==> src/logic/lrc_pkg.sv <==
// Package for the LCD reset, interface select and master/slave config block.
// Assumes a single 100 MHz clock domain; no software registers.
package lrc_pkg;
	// Host timing styles
	typedef enum logic {LRC_IF_80 = 1'b0, LRC_IF_68 = 1'b1} lrc_if_t;
	// Number of row-scan lines per group
	localparam int LRC_ROWS = 16;
	// Settle time of the reset pin level after an edge, in ns
	localparam int LRC_SETTLE_NS = 100;
	localparam int LRC_CLK_NS = 10;
	localparam logic [7:0] LRC_SETTLE_CYC = 8'((LRC_SETTLE_NS + LRC_CLK_NS - 1) / LRC_CLK_NS);
	// Reset pulse length given to the rest of the chip, in cycles
	localparam logic [7:0] LRC_PULSE_CYC = 8'h04;
	// Oscillator divider half-period for the frame toggle, in oscillator rising edges
	localparam logic [7:0] LRC_FRAME_HALF = 8'h10;
	// Reset values
	localparam logic LRC_RST_FRAME = 1'b0;
	localparam logic [3:0] LRC_RST_ROW = 4'h0;
endpackage

==> src/logic/lrc_edge_reset.sv <==
// Edge-triggered reset generator with settled-level interface capture.
// Assumes the reset/interface pin is synchronous to i_clk.
`timescale 1ns/1ps
module lrc_edge_reset (
	// Clock and reset
	input wire logic i_clk,
	input wire logic i_reset,
	input wire logic i_ce,
	// Pin
	input wire logic i_rst_if_pin,
	// Results
	output logic o_chip_reset,
	output lrc_pkg::lrc_if_t o_if_type
);
	logic pin_q;
	logic [7:0] settle_q;
	logic [7:0] pulse_q;
	logic edge_w;

	assign edge_w = i_rst_if_pin ^ pin_q;

	// Previous pin level
	always_ff @(posedge i_clk) begin
		if (i_reset) begin
			pin_q <= 1'b0;
		end else if (i_ce) begin
			pin_q <= i_rst_if_pin;
		end
	end

	// Reset pulse on either edge, never on a level
	always_ff @(posedge i_clk) begin
		if (i_reset) begin
			pulse_q <= 8'h00;
		end else if (i_ce) begin
			if (edge_w) begin
				pulse_q <= lrc_pkg::LRC_PULSE_CYC;
			end else if (pulse_q != 8'h00) begin
				pulse_q <= pulse_q - 8'h01;
			end
		end
	end
	assign o_chip_reset = (pulse_q != 8'h00);

	// Settle counter restarts at each edge, then latches the level once
	always_ff @(posedge i_clk) begin
		if (i_reset) begin
			settle_q <= 8'h00;
			o_if_type <= lrc_pkg::LRC_IF_80;
		end else if (i_ce) begin
			if (edge_w) begin
				settle_q <= lrc_pkg::LRC_SETTLE_CYC;
			end else if (settle_q == 8'h01) begin
				settle_q <= 8'h00;
				o_if_type <= lrc_pkg::lrc_if_t'(pin_q);
			end else if (settle_q != 8'h00) begin
				settle_q <= settle_q - 8'h01;
			end
		end
	end
endmodule // lrc_edge_reset

==> src/logic/lrc_config.sv <==
// Configuration pins of a dot-matrix LCD row/segment driver: edge reset,
// interface select, master/slave role, frame polarity and row numbering.
// Assumes all pins synchronous to i_clk; frame pin resolved by testbench.
`timescale 1ns/1ps
module lrc_config (
	// Clock, reset, enable
	input wire logic i_clk,
	input wire logic i_reset,
	input wire logic i_ce,
	// Reset / interface select pin and role strap
	input wire logic i_rst_if_pin,
	input wire logic i_master_strap,
	// Frame polarity pin, two-way
	input wire logic i_frame_polarity,
	output logic o_frame_polarity,
	output logic o_frame_polarity_oe_n,
	// Oscillator pins
	input wire logic i_oscillator_pin_a,
	input wire logic i_oscillator_pin_b,
	output logic o_oscillator_pin_b,
	output logic o_oscillator_pin_b_oe_n,
	// Status toward the core
	output logic o_chip_reset,
	output lrc_pkg::lrc_if_t o_if_type,
	output logic o_is_master,
	output logic o_bias_invert,
	// Row scan
	output logic o_row_scan_step,
	output logic [4:0] o_row_scan_index
);
	// --------------------------------------------------------------------
	// Reset and interface selection
	// --------------------------------------------------------------------
	lrc_edge_reset u_edge (
		.i_clk(i_clk),
		.i_reset(i_reset),
		.i_ce(i_ce),
		.i_rst_if_pin(i_rst_if_pin),
		.o_chip_reset(o_chip_reset),
		.o_if_type(o_if_type)
	);

	// --------------------------------------------------------------------
	// Role, frame and oscillator
	// --------------------------------------------------------------------
	logic master_q;
	logic frame_q;
	logic osc_prev_q;
	logic [7:0] div_q;
	logic [3:0] row_q;
	logic tick_w;
	logic osc_in_w;

	// Role strap sampled at each chip reset
	always_ff @(posedge i_clk) begin
		if (i_reset) begin
			master_q <= 1'b0;
		end else if (i_ce && o_chip_reset) begin
			master_q <= i_master_strap;
		end
	end
	assign o_is_master = master_q;

	// Master clocks from pin a, slave from pin b; pin a ignored in slave
	assign osc_in_w = master_q ? i_oscillator_pin_a : i_oscillator_pin_b;
	always_ff @(posedge i_clk) begin
		if (i_reset) begin
			osc_prev_q <= 1'b0;
		end else if (i_ce) begin
			osc_prev_q <= osc_in_w;
		end
	end
	assign tick_w = osc_in_w & ~osc_prev_q;

	// Master buffers its oscillator out on pin b
	assign o_oscillator_pin_b = osc_prev_q;
	assign o_oscillator_pin_b_oe_n = ~master_q;

	// Master frame toggle from divided oscillator
	always_ff @(posedge i_clk) begin
		if (i_reset || (i_ce && o_chip_reset)) begin
			div_q <= 8'h00;
			frame_q <= lrc_pkg::LRC_RST_FRAME;
		end else if (i_ce && tick_w) begin
			if (div_q == lrc_pkg::LRC_FRAME_HALF - 8'h01) begin
				div_q <= 8'h00;
				frame_q <= ~frame_q;
			end else begin
				div_q <= div_q + 8'h01;
			end
		end
	end
	assign o_frame_polarity = frame_q;
	assign o_frame_polarity_oe_n = ~master_q;

	// Bias polarity follows own frame or the master's
	always_ff @(posedge i_clk) begin
		if (i_reset) begin
			o_bias_invert <= 1'b0;
		end else if (i_ce) begin
			o_bias_invert <= master_q ? frame_q : i_frame_polarity;
		end
	end

	// --------------------------------------------------------------------
	// Row scan numbering and order
	// --------------------------------------------------------------------
	always_ff @(posedge i_clk) begin
		if (i_reset || (i_ce && o_chip_reset)) begin
			row_q <= lrc_pkg::LRC_RST_ROW;
		end else if (i_ce && tick_w) begin
			row_q <= row_q + 4'h1;
		end
	end

	// Master 0..15 ascending, slave 31..16 descending
	always_ff @(posedge i_clk) begin
		if (i_reset) begin
			o_row_scan_index <= 5'h00;
			o_row_scan_step <= 1'b0;
		end else if (i_ce) begin
			o_row_scan_step <= tick_w;
			if (master_q) begin
				o_row_scan_index <= {1'b0, row_q};
			end else begin
				o_row_scan_index <= 5'h1F - {1'b0, row_q};
			end
		end
	end
endmodule // lrc_config

==> config.mk <==
export PLATFORM = sky130hd
export DESIGN_NAME = lrc_config
export DESIGN_NICKNAME = d
export VERILOG_FILES = /design/src/logic/lrc_pkg.sv /design/src/logic/lrc_edge_reset.sv /design/src/logic/lrc_config.sv
export SDC_FILE = /design/constraint.sdc
export NUM_CORES = 1
export LEC_CHECK = 0
export BUFFER_PORTS_ARGS = -buffer_cell sky130_fd_sc_hd__buf_2
export CAP_MARGIN = 0
export CORE_ASPECT_RATIO = 1.2
export CORE_MARGIN = 10
export CORE_UTILIZATION = 58
export DETAILED_ROUTE_END_ITERATION = 16
export GPL_ROUTABILITY_DRIVEN = 1
export PLACE_DENSITY = 0.79
export SYNTH_ARGS = -nofsm -noshare
export SYNTH_HDL_FRONTEND = slang
export SYNTH_SLANG_ARGS = --single-unit
==> constraint.sdc <==
create_clock -name i_clk -period 2.4 [get_ports i_clk]
set_input_delay 0.12 -clock i_clk [delete_from_list [all_inputs] [get_ports i_clk]]
set_output_delay 0.12 -clock i_clk [all_outputs]
set_load 0.01 [all_outputs]
==> Word-level counts from Yosys, hierarchy flattened <==
Index checks and enable logic that the tools add are counted.
{ "word_totals": {"word_cells": 45, "ram_bits": 0, "latch_bits": 0, "reg_bits": 40, "memories": 0, "rom_bits": 0, "out_inout_bits": 14, "inputBits": 8} }
{ "op_classes": {"magnitude_cmp": 0, "addsub": 5, "n_div": 0, "n_eq_ne": 2, "shifts": 0, "n_bitwise": 6, "n_reduce_logical": 11, "n_mux": 9, "n_mul": 0} }
{ "ops": {"columns": ["operator", "n"], "rows": [
  ["8-bit two-way mux", 6],
  ["8-bit nonzero test", 2],
  ["8-bit by 1-bit subtractor with 8-bit output (second input constant)", 2],
  ["8-bit by 1-bit adder with 8-bit output (second input constant)", 1],
  ["8-bit by 1-bit == test with 1-bit output (second input constant)", 1],
  ["8-bit by 4-bit == test with 1-bit output (second input constant)", 1],
  ["2-bit AND reduction", 3],
  ["5-bit two-way mux", 1],
  ["5-bit by 4-bit subtractor with 5-bit output (first input constant)", 1],
  ["4-bit by 1-bit adder with 4-bit output (second input constant)", 1],
  ["1-bit NOT", 4],
  ["3-bit AND reduction", 1],
  ["3-bit nonzero test", 1],
  ["1-bit logical AND", 2],
  ["1-bit two-way mux", 2],
  ["2-bit nonzero test", 1],
  ["1-bit bitwise AND", 1],
  ["1-bit logical OR", 1],
  ["1-bit XOR", 1]
]} }

==> Depth between registers and ports, before layout <==
Gate-level depths: netlist of the first run.
{ "logic_depth": {"depth_word": 4, "mapped_depth": 7, "mapped_depth_nobuf": 6} }

==> Cells and area by module <==
A second synthesis of the first run with hierarchy kept.
{ "unflattened": {"hier_cells": 240, "area_unflattened_um2": 2033.2} }
{ "by_module_without_submodules": {"columns": ["module", "area_each_um2", "seq_area_each_um2", "cells_each", "n_inst"], "rows": [
  ["lrc_config", 1033.5, 440.4, 118, 1],
  ["lrc_edge_reset", 999.7, 360.3, 122, 1]
]} }

==> Worst setup path after synthesis of the first run <==
No wires, ideal clock.
{ "synth_path": {"kind": "register -> register", "from": "reg u_edge.settle_q[1]", "to": "reg u_edge.settle_q[7]", "slack_ns": 0.700, "n_path_buf": 0, "setup_time_ns": 0.058, "stages_incl_launch_ff": 7, "synth_period_minus_slack_ns": 1.700, "required_time_ns": 2.342, "arrival_ns": 1.642, "cell_sequence": "dfxtp_1 > inv_1 > ha_1 > or2_1 > a311oi_1 > nor4b_1 > a211o_1"} }
{ "synth_between": {"elab_chain_cells": 4, "elab_cells_between_ends": 8, "cone_classes": "1 x add/sub; 1 x eq/ne; 3 x mux; 3 x reduce/logical"} }
{ "synth_lines": {"columns": ["element", "line", "text"], "rows": [
  ["from (decl)", "lrc_edge_reset.sv:16", "logic [7:0] settle_q;"],
  ["from (signal assigned)", "lrc_edge_reset.sv:52", "settle_q <= lrc_pkg::LRC_SETTLE_CYC;"],
  ["from (signal assigned)", "lrc_edge_reset.sv:57", "settle_q <= settle_q - 8'h01;"],
  ["8-bit by 1-bit subtractor with 8-bit output", "lrc_edge_reset.sv:57", null],
  ["8-bit two-way mux", "lrc_edge_reset.sv:56", "end else if (settle_q != 8'h00) begin"],
  ["8-bit two-way mux", "lrc_edge_reset.sv:53", "end else if (settle_q == 8'h01) begin"],
  ["8-bit two-way mux", "lrc_edge_reset.sv:51", "if (edge_w) begin"]
]} }
Several ways; a longest one is shown, not always the timed one. The select of a mux whose other input is x is not followed.
A chain may end at the register's enable or synchronous reset.

==> Final worst setup path of the first run <==
Ends and elaborated chain as after synthesis.

==> results.tsv, run 1 <==
metric	value	unit
num_rows	24	
cts_root_buffer	clkbuf_8	
io_pins	22	
antenna_found_initial	0	
dp_hpwl	3270	µm
die_x	75.6	µm
criticalPathCategory	reg2reg	
cts_setup_buffers	0	
max-slew-margin-rel	0.568	
clkTransAtPathRegs	80	ps
required	2650	ps
cts_buffers	5	
ys_ff_latch	40	
core-area	3600	µm²
layout_common_cells	40 x dfxtp_1, 38 x nor2_1, 21 x buf_2	
crit_arrival	2200	ps
post_cts_resized	0	
synth-main-ff-cell	dfxtp_1	
p_per_area	968	nW/µm²
timing.final.crit_period	1960	ps
tritoncts	done	
syn_to_final_growth	12.4	%
clk_latency	300	ps
drc	0	
avgSynthCellArea	9.07	µm²
ys_seq_area_frac	0.373	
hold_violations	0	
grt_max_degree	31	
netlist_instances	237	
final-max-slew-violation-count	0	
gp_congestion	0.815	
ant_nets	0	
routed_wl	4540	µm
async_reset_ff_frac	0	
synth_edf_count	0	
grt_pass1_vias	1714	
rsz0062_at_grt	no	
placed_cell_area	2260	µm²
drt_first_pass_iters	4	
setup_viol	0	
post_drt_via_cell_ratio	5.96	
post-route-period-util	0.815	
p_total	2340	µW
dp.cells	289	
yosys.cell_types.count	59	
initial_utilization	0.597	
startpoint_type	register	
crit_path_max_fanout	6	
timing.final.ws_setup	444	ps
end_kind	register	
pre_cts_slack	493	ps
clock_sinks	40	
drive_gt1_frac	0.194	
fp.dieArea	6550	µm²
num_antenna_cells	0	
layout_commonest_cell	dfxtp_1	
p_leak	0.000970	µW
via_count	1769	
grt_usage	0.148	
fin_setup_tns	0	ps
htreeDepth	2	
syn_area	2150	µm²
grt_pass1_wl	7730	µm
gr-total-overflow	0	
vdd_ir_drop_max	559	µV
drv.max_cap_violation_count	0	
fmax	0.511	GHz
routedWlPerCell	15.3	µm
die_y	86.7	µm
ctsHoldBuffers	0	
clk_path_buf_depth	2	
skew	9.78	ps
final_cells	297	
synth_nets	252	
drtIter0Drc	170	
port_buffers	21	
yosysWarnings	0	
hold_class	in2reg	
stdcell_area	2420	µm²
nNetsFinal	272	
worst_slew_pin_slew	644	ps
outcome	completed	
-- synthesized netlist by cell type, drive strengths merged, types with 7 or more instances --
| master | n | area [µm²] |
|---|---|---|
| nor2 | 39 | 149 |
| o21ai | 8 | 43.8 |
| nand2 | 8 | 32.5 |
| dfxtp | 40 | 801 |
| a21oi | 14 | 70.1 |
| ha | 7 | 87.6 |
| nand3 | 9 | 45.0 |
| xor2 | 9 | 86.3 |
| inv | 8 | 30.0 |
| xnor2 | 11 | 96.3 |
| mux2i | 9 | 90.1 |
-- cell type report --
type	count	area (µm²)
Clock inverter	3	90.1
Sequential cell	40	801
Inverter	8	30.0
Timing Repair Buffer	24	128
Clock buffer	5	68.8
Fill cell	315	1190
Tap cell	39	48.8
Multi-Input combinational cell	178	1250
-- sequential cells by signal, summed over array words and instances (netlist names) --
| name | cells |
|---|---|
| u_edge.pulse_q | 8 |
| row_q | 4 |
| o_bias_invert | 1 |
| o_oscillator_pin_b | 1 |
| o_row_scan_index | 5 |
| o_frame_polarity | 1 |
| div_q | 8 |
| o_is_master | 1 |
| u_edge.o_if_type | 1 |
| u_edge.pin_q | 1 |
| u_edge.settle_q | 8 |
| o_row_scan_step | 1 |
-- metrics by stage --
stage               utilization  hold slack [ps]
floorplan                     -              264
global placement          0.626              369
detailed placement        0.626              375
CTS                       0.670             66.2
global route              0.670             70.7
finish                    0.670             66.2
-- kinds of logic (layout without fill, tap and decap cells) --
group / after synthesis / count (layout) / share of synthesized area
xor gates and xnor gates: 20 / 20 / 0.0850
DFF: 40 / 40 / 0.373
buffers and inverters: 19 / 40 / 0.0460
adders and majority gates: 7 / 7 / 0.0407
and+or+nand+nor: 96 / 96 / 0.262
AOI/OAI and AO/OA: 45 / 45 / 0.147
muxes: 10 / 10 / 0.0471
-- per-layer routing --
metal	GRT usage	wire, µm	vias up	share of wire
li1	-	-	885	-
met3	0.0400	190	13	0.042
met1	0.171	1960	835	0.43
met4	0.0660	106	0	0.023
met2	0.246	2290	36	0.50
met5	0	0	-	0
-- path summary, 6_finish.rpt --
kind | start | slack, ps | endpoint | depth (start not counted)
worst max-delay path | u_edge.settle_q[1]$_SDFFE_PP0P_ | 440 | u_edge.settle_q[7]$_SDFFE_PP0P_ | 6
worst min register to register | o_row_scan_index[1]$_SDFFE_PP0P_ | 490 | o_row_scan_index[1]$_SDFFE_PP0P_ | 2
worst max register to register | u_edge.settle_q[1]$_SDFFE_PP0P_ | 440 | u_edge.settle_q[7]$_SDFFE_PP0P_ | 6
worst min-delay path | i_master_strap | 70 | o_is_master$_SDFFE_PP0P_ | 3
-- critical path: stages, from the launching register on --
cell and delay, ps:
dfxtp_1 360, inv_1 110, ha_1 270, or2_1 270, a311oi_1 480, nor4b_1 290
a211o_1 130
-- where the power goes --
group	switching (µW)	internal [µW]
registers	103	745
clock network	246	520
logic	409	317
(Power assumes the default switching activity.)
==> inputs of run 2 (changes only) <==
CORE_UTILIZATION = 52   (was 58)
PLACE_DENSITY = 0.75   (was 0.79)
clock period = 1.7 ns   (was 2.4 ns; I/O delays follow)
==> results.tsv, run 2 (synthesis gave the netlist of run 1 again) <==
metric	value	unit
final-max-slew-violation-count	0	
gp_congestion	0.889	
critPathMaxStageDelay	470	ps
vdd_ir_drop_max	582	µV
initial_utilization	0.541	
io_pins	22	
reg_top3	div_q (8), u_edge.pulse_q (8), u_edge.settle_q (8)	
skew	4.12	ps
fmax	0.599	GHz
die_x	78.7	µm
drv.max_cap_violation_count	0	
startpoint_type	register	
ant_nets	0	
post_drt_via_cell_ratio	5.59	
drc	0	
drive_gt1_frac	0.292	
drtIter0Drc	133	
fp.dieArea	7120	µm²
cpMaxStageDelayCell	or4b_4	
htreeDepth	2	
criticalPathCategory	reg2reg	
num_antenna_cells	0	
routedWlPerCell	15.1	µm
path_cells	inv_4 -> ha_4 -> or4b_4 -> o311ai_4 -> mux2i_1 -> nor2_1	
worst_slew_pin_slew	546	ps
grt_pass1_wl	8150	µm
crit_arrival	1860	ps
post-route-util	0.641	
post-route-period-util	0.983	
clock_sinks	40	
drt_first_pass_iters	5	
outcome	completed	
max-slew-margin-rel	0.636	
layout_common_cells	38 x nor2_1, 36 x dfxtp_1, 21 x buf_2	
nNetsFinal	286	
clk_latency	300	ps
num_rows	25	
ctsHoldBuffers	0	
grt_usage	0.139	
fin_setup_tns	0	ps
crit_path_max_fanout	3	
rsz0062_at_grt	yes	
gr-total-overflow	0	
core-area	3970	µm²
cts_root_buffer	clkbuf_8	
antenna_found_initial	0	
cts_buffers	5	
routed_wl	4910	µm
syn_to_final_growth	18.5	%
layout_commonest_cell	nor2_1	
via_count	1817	
grt_max_degree	31	
setup_viol	0	
clkTransAtPathRegs	80	ps
hold_violations	0	
crit_family	simple AND/OR/NAND/NOR gates	
p_per_area	1220	nW/µm²
tritoncts	done	
clk_path_buf_depth	2	
dp.cells	316	
fill_cells	348	
end_kind	register	
required	1890	ps
cp_num_buf_inv	1	
pre_cts_slack	-63.2	ps
hold_class	in2reg	
die_y	90.4	µm
timing.final.crit_period	1670	ps
dp_hpwl	3550	µm
multi_input_area	1320	µm²
final_cells	325	
grt_pass1_vias	1807	
timing.final.ws_setup	29.7	ps
port_buffers	21	
p_leak	0.00101	µW
register_area	808	µm²
## run 2: cell count changes in the layout (fill, tap and decap cells not counted), moves of 2 or more
cell / change
buf_4: +14
inv_2: +2
inv_1: -4
bufinv_16: -3
ha_4: +2
dfxtp_1: -4
inv_4: +2
dfxtp_2: +3
ha_1: -2
## run 2: worst register-to-register path, cell delays in order, from the launching register on
cell	delay, ps
dfxtp_2	340
inv_4	70
ha_4	130
or4b_4	470
o311ai_4	300
mux2i_1	210
nor2_1	50
## run 2: layer usage
| metal | track usage | vias to the layer above | share of wire |
|---|---|---|---|
| li1 | - | 916 | - |
| met1 | 0.166 | 860 | 0.45 |
| met2 | 0.222 | 33 | 0.49 |
| met3 | 0.0388 | 8 | 0.033 |
| met4 | 0.0674 | 0 | 0.021 |
| met5 | 0 | - | 0 |
## run 2: stage by stage
step / instance area [µm²] / total power (µW) / hold slack [ps]
6_report: 2550 / 3120 / 34.1
5_1_grt: 2550 / 3330 / 57.9
4_1_cts: 2460 / 3000 / 35.4
3_5_place_dp: 2370 / 2390 / 356
3_3_place_gp: 2370 / 2360 / 332
2_1_floorplan: 2160 / 2020 / 229
## run 2: worst paths after layout
check / endpoint / from / depth (start not counted) / slack [ps]
max reg2reg: u_edge.settle_q[5]$_SDFFE_PP0P_ / u_edge.settle_q[1]$_SDFFE_PP0P_ / 6 / 30
min: o_is_master$_SDFFE_PP0P_ / i_master_strap / 3 / 30
max: u_edge.settle_q[5]$_SDFFE_PP0P_ / u_edge.settle_q[1]$_SDFFE_PP0P_ / 6 / 30
min reg2reg: u_edge.o_if_type$_SDFFE_PP0P_ / u_edge.o_if_type$_SDFFE_PP0P_ / 2 / 480
## run 2: final cells by class
cell class / count / area share
multi-input combinational: 178 / 0.519
clock inverter: 2 / 0.00491
sequential: 40 / 0.317
tap: 54 / 0.0265
inverter: 8 / 0.0138
timing repair buffer: 38 / 0.0914
clock buffer: 5 / 0.0270
## run 2: timing repair
item / CTS / global route
buffers inserted: 0 / 2
pin swaps: 1 / 6
resized for setup: 2 / 20
setup endpoints to repair: 13 / 19
## run 2: power by group
| group | switching, µW | internal [µW] |
|---|---|---|
| clock network | 333 | 278 |
| registers | 152 | 1060 |
| logic | 677 | 621 |
==> inputs of run 3 (changes only) <==
RECOVER_POWER = 50   (was default)
==> results.tsv, run 3 (synthesis gave the netlist of run 1 again) <==
metric	value	unit
rr_endpoint	u_edge.settle_q[5]$_SDFFE_PP0P_	
min_from	i_master_strap	
vdd_ir_drop_max	576	µV
timing.final.crit_period	1660	ps
p_total	3100	µW
num_rows	25	
cpMaxStageDelayCell	or4b_4	
skew	6.43	ps
drive_gt1_frac	0.240	
nNetsFinal	286	
layout_common_cells	38 x nor2_1, 36 x dfxtp_1, 17 x buf_4	
hold_slack	34.3	ps
io_pins	22	
drtIter0Drc	136	
fp.dieArea	7120	µm²
grt_pass1_vias	1807	
stdcell_area	2530	µm²
end_kind	register	
initial_utilization	0.541	
pre_cts_slack	-63.2	ps
rsz0062_at_grt	yes	
core-area	3970	µm²
setup_viol	0	
clkTransAtPathRegs	80	ps
drc	0	
routedWlPerCell	15.0	µm
die_y	90.4	µm
dp_hpwl	3550	µm
via_count	1844	
criticalPathCategory	reg2reg	
grt_max_degree	31	
tritoncts	done	
hold_violations	0	
hold_class	in2reg	
timing.rr.start	u_edge.settle_q[1]$_SDFFE_PP0P_	
clk_latency	300	ps
layout_commonest_cell	nor2_1	
fmax	0.601	GHz
fill_cells	357	
required	1890	ps
final-max-slew-violation-count	0	
clock_sinks	40	
crit_cells	6	
post-route-util	0.636	
drt_first_pass_iters	4	
cts_root_buffer	clkbuf_8	
p_per_area	1230	nW/µm²
max-slew-margin-rel	0.635	
post-route-period-util	0.979	
critPathMaxStageDelay	470	ps
grt_pass1_wl	8150	µm
placed_cell_area	2370	µm²
syn_to_final_growth	17.5	%
gp_congestion	0.889	
worst-r2r-setup-slack	40	ps
cp_num_buf_inv	1	
crit_arrival	1860	ps
startpoint	u_edge.settle_q[1]$_SDFFE_PP0P_	
crit_family	simple AND/OR/NAND/NOR gates	
reg_top3	div_q (8), u_edge.pulse_q (8), u_edge.settle_q (8)	
startpoint_type	register	
num_antenna_cells	0	
drv.max_cap_violation_count	0	
antenna_found_initial	0	
outcome	completed	
p_leak	0.000963	µW
die_x	78.7	µm
timing.final.ws_setup	35.1	ps
clk_path_buf_depth	2	
path_cells	inv_4 -> ha_4 -> or4b_4 -> o311ai_4 -> mux2i_1 -> nor2_1	
reg2regPathDepth	6	
worst_slew_pin_slew	546	ps
port_buffers	21	
cts_buffers	5	
post_drt_via_cell_ratio	5.67	
ant_nets	0	
htreeDepth	2	
grt_usage	0.139	
gr-total-overflow	0	
crit_path_end	u_edge.settle_q[5]$_SDFFE_PP0P_	
routed_wl	4870	µm
crit_path_max_fanout	3	
==> run 3: cell count changes in the layout (fill, tap and decap cells not counted) <==
| cell | before | now |
|---|---|---|
| nor3_2 | 1 | 0 |
| clkbuf_1 | 0 | 13 |
| buf_2 | 21 | 8 |
| nor3_1 | 5 | 6 |
==> run 3: layer usage <==
layer,global-route usage,part of all wire,up-vias
met2,0.222,0.49,44
met5,0,0,-
met1,0.166,0.44,877
met4,0.0674,0.021,0
li1,-,-,915
met3,0.0388,0.042,8
==> run 3: worst min path at each step <==
stage / end / slack [ps] / cells after the start
2_1_floorplan: o_is_master$_SDFFE_PP0P_ / 230 / 2
4_1_cts: o_is_master$_SDFFE_PP0P_ / 40 / 3
5_1_grt: o_is_master$_SDFFE_PP0P_ / 60 / 3
3_3_place_gp: o_is_master$_SDFFE_PP0P_ / 330 / 3
6_report: o_is_master$_SDFFE_PP0P_ / 30 / 3
3_5_place_dp: o_is_master$_SDFFE_PP0P_ / 360 / 3
==> run 3: report_power, final <==
part           internal [µW]  switching (µW)  total, µW
Clock                    278             334        612
Sequential              1060             149       1210
Combinational            609             677       1290
==> run 3: area by class of cell <==
class | count | area (µm²) | share of cell area
inverters | 8 | 35.0 | 0.0139
repair buffers | 38 | 216 | 0.0857
clock buffers | 5 | 68.8 | 0.0272
flip-flops and latches | 40 | 808 | 0.320
well taps | 54 | 67.6 | 0.0267
clock inverters | 2 | 12.5 | 0.00495
multi-input cells | 178 | 1320 | 0.522
==> run 3: stage by stage <==
stage	instances	TNS, ps
global placement	316	0
detailed placement	316	-336
floorplan	237	0
finish	325	0
global route	325	-75.9
CTS	323	0
==> run 3: worst reg2reg max path, stage by stage, from the launching register on <==
cell      delay (ps)
dfxtp_2          340
inv_4             70
ha_4             130
or4b_4           470
o311ai_4         300
mux2i_1          210
nor2_1            50
==> run 3: timing repair <==
action | 4_1_cts | 5_1_grt
pin swaps | 1 | 6
setup buffers | 0 | 2
gates resized for setup | 2 | 20
endpoints found under the setup margin | 13 | 19
gates cloned | 0 | 0
hold buffers | 0 | 0
